## config.mk

```make
export PLATFORM = sky130hd
export DESIGN_NAME = pcseq_top
export DESIGN_NICKNAME = d
export VERILOG_FILES = /design/src/shared/pcseq_pkg.sv /design/src/shared/pcseq_ram_if.sv /design/src/hdl/pcseq_ram_port.sv /design/src/hdl/pcseq_top.sv
export SDC_FILE = /design/constraint.sdc
export NUM_CORES = 1
export LEC_CHECK = 0
export BUFFER_PORTS_ARGS = -buffer_cell sky130_fd_sc_hd__buf_2
export CAP_MARGIN = 25
export CORE_ASPECT_RATIO = 0.5
export CORE_UTILIZATION = 57
export DETAILED_ROUTE_END_ITERATION = 6
export PLACE_DENSITY = 0.93
export SYNTH_ARGS = -nofsm -noshare
export SYNTH_HDL_FRONTEND = slang
export SYNTH_HIERARCHICAL = 1
export SYNTH_SLANG_ARGS = --single-unit
```

## constraint.sdc

```tcl
create_clock -name sys_clk_i -period 3.24 [get_ports sys_clk_i]
set_clock_uncertainty 0.05 [all_clocks]
set_input_delay 0 -clock sys_clk_i [delete_from_list [all_inputs] [get_ports sys_clk_i]]
set_output_delay 0 -clock sys_clk_i [all_outputs]
set_load 0.005 [all_outputs]
```

## src/shared/pcseq_pkg.sv

```systemverilog
// constants and types shared by the program counter sequencer
// How it works
// RULE1: a fourteen-bit program counter addresses up to sixteen kilobytes of program memory.
// RULE2: reset clears the program counter so the first fetch is from address zero.
// RULE3: ordinary sequencing advances only the low eight counter bits, wrapping within a page.
// RULE4: only the page-advance instruction increments the upper six counter bits.
// RULE5: the counter advances by one or two bytes, the length of each instruction.
// RULE6: interrupt acknowledge or call saves next address, carry and zero as two bytes.
// RULE7: only the interrupt return restores counter, carry and zero from the stack.
// RULE8: no firmware path to the counter; stack lives in data RAM from zero.
// RULE9: push writes at pointer then increments twice; interrupt return reverses, re-enables interrupts.
// RULE10: subroutine return restores the counter only, keeps flags, pointer drops by two.
// RULE11: reset sets the program stack pointer to zero, stack grows upward.
// RULE12: first byte holds low counter bits; second holds carry, zero, upper six bits.
package pcseq_pkg;
  localparam int PC_W = 14;
  localparam int LO_W = 8;
  localparam int HI_W = 6;
  localparam int SP_W = 8;
  localparam logic [PC_W-1:0] PC_RST = 14'h0000;
  localparam logic [SP_W-1:0] SP_RST = 8'h00;
  localparam logic [LO_W-1:0] LO_ONE = 8'h01;
  localparam logic [LO_W-1:0] LO_TWO = 8'h02;
  localparam logic [HI_W-1:0] HI_ONE = 6'h01;
  localparam logic [SP_W-1:0] SP_ONE = 8'h01;
  localparam int B2_CARRY = 7;
  localparam int B2_ZERO = 6;

  // sequencer states, gray coded along push and pop paths except the steps back to idle
  typedef enum logic [2:0] {
    PCSEQ_IDLE = 3'b000,
    PCSEQ_PUSH1 = 3'b001,
    PCSEQ_PUSH2 = 3'b011,
    PCSEQ_POP2 = 3'b010,
    PCSEQ_POP1 = 3'b110,
    PCSEQ_DONE = 3'b111
  } pcseq_state_e;
endpackage

```

## src/shared/pcseq_ram_if.sv

```systemverilog
// data RAM access bundle between sequencer and stack port
`timescale 1ns/10ps
interface pcseq_ram_if;
  import pcseq_pkg::*;
  logic wr;
  logic rd;
  logic [SP_W-1:0] addr;
  logic [7:0] wdata;
  modport seq (output wr, output rd, output addr, output wdata);
  modport port (input wr, input rd, input addr, input wdata);
endinterface

```

## src/hdl/pcseq_ram_port.sv

```systemverilog
// registered data RAM port driver for the program stack
`timescale 1ns/10ps
module pcseq_ram_port
  import pcseq_pkg::*;
(
  input wire logic sys_clk_i, // system clock
  input wire logic rst_b_i, // async reset, active low
  pcseq_ram_if.port req, // request from sequencer
  output logic ram_wr_o, // write strobe
  output logic ram_rd_o, // read strobe
  output logic [SP_W-1:0] ram_addr_o, // ram address
  output logic [7:0] ram_wdata_o // write data
);
  always_ff @(posedge sys_clk_i or negedge rst_b_i) begin
    if (!rst_b_i) begin
      ram_wr_o <= 1'b0;
      ram_rd_o <= 1'b0;
      ram_addr_o <= SP_RST;
      ram_wdata_o <= 8'h00;
    end else begin
      ram_wr_o <= req.wr;
      ram_rd_o <= req.rd;
      ram_addr_o <= req.addr;
      ram_wdata_o <= req.wdata;
    end
  end
endmodule

```

## src/hdl/pcseq_top.sv

```systemverilog
// program counter sequencer with program stack push and pop
`timescale 1ns/10ps
module pcseq_top
  import pcseq_pkg::*;
(
  input wire logic sys_clk_i, // system clock
  input wire logic rst_b_i, // async reset, active low
  input wire logic advance_i, // instruction fetched, advance counter
  input wire logic two_byte_i, // fetched instruction is two bytes
  input wire logic page_advance_instruction_i, // page-advance executed
  input wire logic call_i, // subroutine call
  input wire logic irq_ack_i, // interrupt acknowledge
  input wire logic [PC_W-1:0] target_i, // call or vector target
  input wire logic interrupt_return_instruction_i, // restore pc and flags
  input wire logic subroutine_return_instruction_i, // restore pc only
  input wire logic carry_i, // current carry flag
  input wire logic zero_i, // current zero flag
  input wire logic [7:0] ram_rdata_i, // data RAM read data, next cycle
  output logic [PC_W-1:0] program_counter_o, // fetch address
  output logic [SP_W-1:0] program_stack_pointer_o, // stack pointer
  output logic flags_load_o, // pulse: load carry and zero
  output logic carry_o, // restored carry
  output logic zero_o, // restored zero
  output logic int_enable_o, // pulse: re-enable interrupts
  output logic busy_o, // stack sequence in progress
  output logic ram_wr_o, // ram write strobe
  output logic ram_rd_o, // ram read strobe
  output logic [SP_W-1:0] ram_addr_o, // ram address
  output logic [7:0] ram_wdata_o // ram write data
);
  // ---------------------------------------------------------------
  // state
  // ---------------------------------------------------------------
  pcseq_state_e state_reg;
  logic [PC_W-1:0] pc_reg;
  logic [SP_W-1:0] sp_reg;
  logic [7:0] byte1_reg;
  logic [7:0] byte2_reg;
  logic with_flags_reg;
  logic rd_pend_reg;
  logic flags_reg;
  logic c_reg;
  logic z_reg;
  logic ien_reg;
  logic busy_reg;
  pcseq_ram_if ram ();

  // low byte value at the start of a fresh page
  localparam logic [LO_W-1:0] LO_RST_ZERO = 8'h00;

  function automatic logic [LO_W-1:0] step_len(input logic two);
    step_len = two ? LO_TWO : LO_ONE;
  endfunction

  // states that drive a stack write
  function automatic logic is_push(input pcseq_state_e st);
    is_push = (st == PCSEQ_PUSH1) || (st == PCSEQ_PUSH2);
  endfunction

  // states that wait on a stack read
  function automatic logic is_pop(input pcseq_state_e st);
    is_pop = (st == PCSEQ_POP2) || (st == PCSEQ_POP1);
  endfunction

  wire idle = (state_reg == PCSEQ_IDLE);
  wire push_req = idle && (call_i || irq_ack_i);
  wire pop_req = idle && (interrupt_return_instruction_i || subroutine_return_instruction_i);
  // low stack byte stands on the read data in this cycle
  wire pop_land = (state_reg == PCSEQ_POP1) && rd_pend_reg;

  // ---------------------------------------------------------------
  // program counter
  // ---------------------------------------------------------------
  always_ff @(posedge sys_clk_i or negedge rst_b_i) begin
    if (!rst_b_i) begin
      pc_reg <= PC_RST; // [RULE2] [RULE1]
    end else if (push_req) begin
      pc_reg <= target_i;
    end else if (pop_land) begin
      pc_reg <= {byte2_reg[HI_W-1:0], ram_rdata_i}; // [RULE7] [RULE10]
    end else if (pop_req) begin
      pc_reg <= pc_reg; // a starting return owns the counter, advances in this cycle are dropped
    end else if (idle && page_advance_instruction_i) begin
      pc_reg[PC_W-1:LO_W] <= pc_reg[PC_W-1:LO_W] + HI_ONE; // [RULE4]
      pc_reg[LO_W-1:0] <= LO_RST_ZERO;
    end else if (idle && advance_i) begin
      pc_reg[LO_W-1:0] <= pc_reg[LO_W-1:0] + step_len(two_byte_i); // [RULE3] [RULE5]
    end
  end

  // ---------------------------------------------------------------
  // stack sequencing state
  // ---------------------------------------------------------------
  always_ff @(posedge sys_clk_i or negedge rst_b_i) begin
    if (!rst_b_i) begin
      state_reg <= PCSEQ_IDLE;
    end else begin
      case (state_reg)
        PCSEQ_IDLE: begin
          if (push_req) begin
            state_reg <= PCSEQ_PUSH1;
          end else if (pop_req) begin
            state_reg <= PCSEQ_POP2;
          end
        end
        PCSEQ_PUSH1: state_reg <= PCSEQ_PUSH2;
        PCSEQ_PUSH2: state_reg <= PCSEQ_IDLE;
        PCSEQ_POP2: begin
          if (rd_pend_reg) begin
            state_reg <= PCSEQ_POP1;
          end
        end
        PCSEQ_POP1: begin
          if (rd_pend_reg) begin
            state_reg <= PCSEQ_DONE;
          end
        end
        PCSEQ_DONE: state_reg <= PCSEQ_IDLE;
        default: state_reg <= PCSEQ_IDLE;
      endcase
    end
  end

  // read wait flag: ram data arrives one cycle after the request
  always_ff @(posedge sys_clk_i or negedge rst_b_i) begin
    if (!rst_b_i) begin
      rd_pend_reg <= 1'b0;
    end else begin
      rd_pend_reg <= is_pop(state_reg) && !rd_pend_reg;
    end
  end

  // ---------------------------------------------------------------
  // program stack pointer
  // ---------------------------------------------------------------
  always_ff @(posedge sys_clk_i or negedge rst_b_i) begin
    if (!rst_b_i) begin
      sp_reg <= SP_RST; // [RULE11]
    end else if (pop_req && !push_req) begin
      sp_reg <= sp_reg - SP_ONE; // [RULE9] [RULE10]
    end else if (state_reg == PCSEQ_POP2 && rd_pend_reg) begin
      sp_reg <= sp_reg - SP_ONE; // [RULE9]
    end else if (is_push(state_reg)) begin
      sp_reg <= sp_reg + SP_ONE; // [RULE9]
    end
  end

  // ---------------------------------------------------------------
  // saved state bytes
  // ---------------------------------------------------------------
  always_ff @(posedge sys_clk_i or negedge rst_b_i) begin
    if (!rst_b_i) begin
      byte1_reg <= 8'h00;
      byte2_reg <= 8'h00;
    end else if (push_req) begin
      // pc already holds the next instruction address when the call is taken
      byte1_reg <= pc_reg[LO_W-1:0]; // [RULE6] [RULE12]
      byte2_reg <= {carry_i, zero_i, pc_reg[PC_W-1:LO_W]}; // [RULE6] [RULE12]
    end else if (state_reg == PCSEQ_POP2 && rd_pend_reg) begin
      byte2_reg <= ram_rdata_i; // [RULE9]
    end
  end

  // return kind: only the interrupt return reloads the flags
  always_ff @(posedge sys_clk_i or negedge rst_b_i) begin
    if (!rst_b_i) begin
      with_flags_reg <= 1'b0;
    end else if (pop_req && !push_req) begin
      with_flags_reg <= interrupt_return_instruction_i; // [RULE7] [RULE10]
    end
  end

  // ---------------------------------------------------------------
  // busy flag, follows the next state so it matches the state register
  // ---------------------------------------------------------------
  always_ff @(posedge sys_clk_i or negedge rst_b_i) begin
    if (!rst_b_i) begin
      busy_reg <= 1'b0;
    end else if (idle) begin
      busy_reg <= push_req || pop_req;
    end else begin
      busy_reg <= (state_reg == PCSEQ_PUSH1) || is_pop(state_reg);
    end
  end

  // ---------------------------------------------------------------
  // restored flags and interrupt enable
  // ---------------------------------------------------------------
  always_ff @(posedge sys_clk_i or negedge rst_b_i) begin
    if (!rst_b_i) begin
      flags_reg <= 1'b0;
      c_reg <= 1'b0;
      z_reg <= 1'b0;
      ien_reg <= 1'b0;
    end else begin
      flags_reg <= 1'b0;
      ien_reg <= 1'b0;
      if (pop_land && with_flags_reg) begin
        flags_reg <= 1'b1; // [RULE7]
        c_reg <= byte2_reg[B2_CARRY];
        z_reg <= byte2_reg[B2_ZERO];
      end
      if (state_reg == PCSEQ_DONE && with_flags_reg) begin
        ien_reg <= 1'b1; // [RULE9]
      end
    end
  end

  // ---------------------------------------------------------------
  // ram request; counter itself has no firmware port
  // ---------------------------------------------------------------
  assign ram.wr = is_push(state_reg); // [RULE8]
  assign ram.rd = is_pop(state_reg) && !rd_pend_reg;
  assign ram.addr = sp_reg;
  assign ram.wdata = (state_reg == PCSEQ_PUSH1) ? byte1_reg : byte2_reg;

  pcseq_ram_port u_port (
    .sys_clk_i(sys_clk_i),
    .rst_b_i(rst_b_i),
    .req(ram),
    .ram_wr_o(ram_wr_o),
    .ram_rd_o(ram_rd_o),
    .ram_addr_o(ram_addr_o),
    .ram_wdata_o(ram_wdata_o)
  );

  assign program_counter_o = pc_reg;
  assign program_stack_pointer_o = sp_reg;
  assign flags_load_o = flags_reg;
  assign carry_o = c_reg;
  assign zero_o = z_reg;
  assign int_enable_o = ien_reg;
  assign busy_o = busy_reg;
endmodule

```

# Yosys cells after proc, flatten, opt, wreduce, memory -nomap -nowiden
# Cells that the tools add are included.
dict set report classes {
  n_eq_ne 9
  reduce_logical 26
  n_addsub 4
  n_mux 21
}
# op n
set op_table {}
lappend op_table {{8-bit two-way mux} 8}
lappend op_table {{14-bit two-way mux} 3}
lappend op_table {{3-bit two-way mux} 4}
lappend op_table {{3-bit one-hot mux with 4 select lines} 1}
lappend op_table {{1-bit logical AND} 10}
lappend op_table {{8-bit by 1-bit adder with 8-bit output (second input constant)} 1}
lappend op_table {{8-bit by 2-bit adder with 8-bit output} 1}
lappend op_table {{8-bit by 1-bit subtractor with 8-bit output (second input constant)} 1}
lappend op_table {{6-bit by 1-bit adder with 6-bit output (second input constant)} 1}
lappend op_table {{3-bit by 2-bit equality test with 1-bit output (second input constant)} 2}
lappend op_table {{3-bit equality test (second input constant)} 2}
lappend op_table {{1-bit logical OR} 6}
lappend op_table {{6-bit two-way mux} 1}
lappend op_table {{3-bit nonzero test} 2}
lappend op_table {{2-bit by 1-bit inequality test with 1-bit output (second input constant)} 2}
lappend op_table {{2-bit AND reduction} 2}
lappend op_table {{4-bit nonzero test} 1}
lappend op_table {{3-bit by 1-bit equality test with 1-bit output (second input constant)} 1}
lappend op_table {{3-bit logical NOT} 1}
lappend op_table {{1-bit two-way mux} 3}
lappend op_table {{3-bit by 1-bit inequality test with 1-bit output (second input constant)} 1}
lappend op_table {{3-bit by 2-bit inequality test with 1-bit output (second input constant)} 1}
lappend op_table {{3-bit AND reduction} 1}
lappend op_table {{1-bit logical NOT} 2}
lappend op_table {{other kinds (2)} 2}
dict set report word_totals {
  ff_bits 65
  output_inout_bits 45
  in_bits 33
  elab_cells 76
}

# Longest topological paths before layout
dict set report logic_depth {
  ltp_word 7
  ltp_mapped 8
}

# Hierarchy
# The synthesis kept the hierarchy.
# module instances area_each_um2 cells_per_inst seq_area_each_um2
set modules_own_cells {}
lappend modules_own_cells {pcseq_top 1 2776.4 288 1201.2}
lappend modules_own_cells {pcseq_ram_port 1 450.4 18 450.4}

# Worst setup path after synthesis
# No wires, ideal clock.
dict set report synth_timing {
  kind {reg2reg}
  startpoint {register pc_reg[0], in the netlist program_counter_o[0]}
  endpoint {register pc_reg[6], in the netlist program_counter_o[6]}
  synth_period_minus_slack_ns 1.893
  slack_ns 1.347
  t_arrival_ns 1.715
  path_buffers 0
  stages_incl_launch_ff 8
  setup_ns 0.128
  cell_sequence {dfrtp_1 > ha_1 > inv_1 > fa_1 > nor3b_1 > xor2_1 > a221oi_1 > o31ai_2}
}
dict set report synth_between {
  elab_chain_cells 6
}
# element line
set synth_lines {}
lappend synth_lines {{start, declared} pcseq_top.sv:35} ;# logic [PC_W-1:0] pc_reg;
lappend synth_lines {{start signal, assigned} pcseq_top.sv:78} ;# pc_reg <= target_i;
lappend synth_lines {{start signal, assigned} pcseq_top.sv:80} ;# pc_reg <= {byte2_reg[HI_W-1:0], ram_rdata_i};
lappend synth_lines {{start signal, assigned} pcseq_top.sv:82} ;# pc_reg <= pc_reg;
lappend synth_lines {{8-bit by 2-bit adder with 8-bit output} pcseq_top.sv:87} ;# pc_reg[LO_W-1:0] <= pc_reg[LO_W-1:0] + step_len(two_byte_i);
lappend synth_lines {{8-bit two-way mux} pcseq_top.sv:86} ;# end else if (idle && advance_i) begin
lappend synth_lines {{8-bit two-way mux} pcseq_top.sv:83} ;# end else if (idle && page_advance_instruction_i) begin
lappend synth_lines {{14-bit two-way mux} pcseq_top.sv:81} ;# end else if (pop_req) begin
lappend synth_lines {{14-bit two-way mux} pcseq_top.sv:79} ;# end else if (pop_land) begin
lappend synth_lines {{14-bit two-way mux} pcseq_top.sv:77} ;# end else if (push_req) begin
# Every way passes these cells. The select of a mux whose other input is x is not followed.
# A chain may end at the register's enable or synchronous reset.

# Final worst setup path
dict set report layout_timing {
  startpoint {register state_reg[1]}
  endpoint {register pc_reg[7], in the netlist program_counter_o[7]}
}
dict set report layout_between {
  elab_chain_cells 6
}
# element line
set layout_lines {}
lappend layout_lines {{start, declared} pcseq_top.sv:34} ;# pcseq_state_e state_reg;
lappend layout_lines {{start signal, assigned} pcseq_top.sv:96} ;# state_reg <= PCSEQ_IDLE;
lappend layout_lines {{start signal, assigned} pcseq_top.sv:101} ;# state_reg <= PCSEQ_PUSH1;
lappend layout_lines {{start signal, assigned} pcseq_top.sv:103} ;# state_reg <= PCSEQ_POP2;
lappend layout_lines {{3-bit logical NOT} pcseq_top.sv:65} ;# wire idle = (state_reg == PCSEQ_IDLE);
lappend layout_lines {{1-bit logical AND} pcseq_top.sv:83}
lappend layout_lines {{8-bit two-way mux} pcseq_top.sv:83}
lappend layout_lines {{14-bit two-way mux} pcseq_top.sv:81}
lappend layout_lines {{14-bit two-way mux} pcseq_top.sv:79}
lappend layout_lines {{14-bit two-way mux} pcseq_top.sv:77}
# Parallel ways exist; a longest one is shown, timed or not. The select of a mux whose other input is x is not followed.

==> metrics.txt <==
status=completed; Worst Hold Endpoint=program_counter_o[3]; largest net degree at the start of global routing=43; Yosys cell types=between 60 and 70; number of flops mapped to enable cells by yosys=0; Via density=between 6 and 7; H-tree levels=3; Synth Register Bits=66; initial core utilization=between 60% and 70%; Antenna diodes=0; Critical R2R Launch=state_reg[1]; Post-route DRC=0; vias in the first global route=3090; Post-DRT Antenna Nets=0; worst min-delay path category=in2reg; Fillers=282; Period minus WS final=around 2600 ps; fin. max-slew vios=0; YS warnings=6; post-DP HPWL=5.446 mm; critical path cell sequence=nor3b_2 -> o21ba_2 -> nor2_1 -> a222oi_1 -> dlygate4sd3_1 -> o2bb2ai_1; crit path DAT=about 2800 ps; worst-path maximum fanout=13; CTS sink count=66; Largest register FFs=14; first-pass GRT wire length=about 16 mm; critical path launch point type=flip-flop; Post-CTS Setup Inserts=0; clock-pin transition on the worst setup and hold timing paths=about 60 ps; reg-to-reg endpoint=program_counter_o[7]; maximum VDD drop=~0.00058 V; flop-to-flop setup slack=just over 600 ps; CP endpoint kind=flip-flop; Detailed Route WL=9.721 mm; final setup TNS=0 ps; # setup viols final=0; Total Routing Usage GR=a little over a third; Hold Vio Cnt, Final=0; Final Core Density=about four fifths; Tcrit/Tclk final=between 80% and 90%; hold path start=target_i[3]; max_cap viols=0; register area share after synthesis=between 50% and 60%; Max clock buf depth=2; Layout area overhead=28.50%; Worst-Skew Late Latency=approximately 330 ps; share of cells above drive strength 1=30.17%; Num CTS Buffers=9; Root Buffer=clkbuf_16; area of the core=0.005180 mm^2; Die W=around 110 um; Hold Path Depth=4; slowest CP cell=dfrtp_1; initial drt markers=~430; Die H=55.21 um; post-synth net total=345; vias post-DR=slightly above 3k; Cells after Synth=about 300; power density cells=a little over 1000 mW/mm^2; Syn Area/Cell=approximately 11 um^2; TritonRoute pass-1 iters=6; RSZ-0062 raised after global routing=false; Ports=between 70 and 80; Worst EP required=3440 ps; fin nets=between 400 and 500; area of the multi-input gates=0.001451 mm^2; Lkg Pwr=between 1.5 and 2 nW; WL per Instance=roughly 20 um; antenna violations before repair=0; ys flop type=dfrtp_1; cells on worst reg2reg path=6; slew margin rel.=58.86%; Slew @ Worst Pin=617.1 ps; f_max=around 380 MHz; GRT overflow=0; Async SR Flop Fraction=100.0%; Mapped Area=between 0.003 and 0.004 mm^2; die footprint=about 0.006 mm^2; row count=18; Register Area=0.001652 mm^2; I/O Buffers=77; Placer Congestion=0.8499; critical setup path kind=reg2reg; crit-path max cell delay=about 700 ps; CTS tree=built
## through the flow
step	worst slack, ps	cell area [um^2]	power (mW)	hold slack [ps]	cells
final	609.9	4146	4.272	49.84	481
after CTS	725.1	4146	4.136	10.81	481
after global routing	518.2	4146	4.519	51.59	481
after detailed placement	939.2	3625	3.118	-29.82	442
after floorplan	1347	3227	2.594	-345.6	306
after global placement	1074	3625	3.002	-53.87	442
## cells in the final DEF (no fill, tap or decap), types with 2 or more instances in the layout
master and count:
a211oi_1 2, a21oi_1 12, a221oi_1 4, a222oi_1 2
a22oi_1 5, a31oi_1 4, and3_1 3, buf_2 77
buf_4 2, clkbuf_16 9, clkbuf_8 3, clkinv_2 2
clkinvlp_4 2, dfrtp_1 66, dlygate4sd3_1 23, ha_1 5
inv_1 9, mux2_2 10, mux2i_1 6, nand2_1 51
nand2b_1 2, nand3_1 7, nand4_1 2, nor2_1 22
nor2_2 3, nor3_1 4, o21ai_0 17, o21ai_1 2
o22ai_1 3, o31ai_1 2, o31ai_2 3, or3_1 2
xnor2_1 5, xor2_1 8
## power by group
| group | switching (mW) | internal [mW] |
|---|---|---|
| registers | 0.403 | 1.20 |
| logic | 0.982 | 0.750 |
| clock network | 0.362 | 0.577 |
## critical path, delay by kind of cell (launching register included)
kind / cells / cell delay [ps]
simple gates: 2 / 610
compound gates: 3 / 600
flops: 1 / 680
buf+inv: 1 / 600
## metal layers
layer	up-vias	global-route usage [%]	part of all wire, %
li1	1288	-	-
met1	1505	42.81	36
met2	255	55.15	48
met3	62	12.04	10
met4	0	20.46	4.9
met5	-	0.8929	0
## layout make-up
| class | instances | area share, % |
|---|---|---|
| sequential | 66 | 39.83 |
| multi-input combinational | 218 | 35.00 |
| timing repair buffer | 102 | 15.21 |
| clock buffer | 12 | 6.427 |
| tap | 70 | 2.112 |
| inverter | 9 | 0.8147 |
| clock inverter | 4 | 0.6035 |
## synthesized netlist by cell type (all sizes together) (6+ instances only)
| cell | n | share of area (%) |
|---|---|---|
| dfrtp | 66 | 51 |
| nand2 | 52 | 6.1 |
| nor2 | 26 | 3.5 |
| o21ai | 19 | 2.9 |
| a21oi | 12 | 1.9 |
| buf | 11 | 2.5 |
| mux2 | 10 | 3.5 |
| inv | 9 | 1.0 |
| xor2 | 8 | 2.2 |
| nand3 | 7 | 1.1 |
| mux2i | 6 | 1.9 |
## kinds of logic (layout without fill, tap and decap cells)
logic type                 after synthesis  in the layout  synth area share [%]
AOI/OAI and AO/OA                       70             70                 15.63
xor gates and xnor gates                13             13                 3.529
adders and majority gates                6              6                 2.559
buffers and inverters                   22            127                 3.838
DFF                                     66             66                 51.18
muxes                                   16             16                 5.351
and+or+nand+nor                        113            113                 17.91
## worst max path at each step
| stage | to | startpoint | slack [ps] | depth (start not counted) |
|---|---|---|---|---|
| after floorplan | program_counter_o[6] | program_counter_o[0] | 1350 | 7 |
| after global placement | program_stack_pointer_o[7] | state_reg[0] | 1070 | 5 |
| after detailed placement | program_stack_pointer_o[7] | state_reg[1] | 940 | 5 |
| after CTS | program_counter_o[7] | state_reg[1] | 730 | 6 |
| after global routing | program_counter_o[7] | state_reg[1] | 520 | 6 |
| final | program_counter_o[7] | state_reg[1] | 610 | 6 |
## timing repair
action / in CTS / in global routing
hold endpoints to repair: 42 / 0
resized for setup: 0 / 0
hold buffers: 23 / 0
No activity file was read; power rests on OpenSTA's default activity.
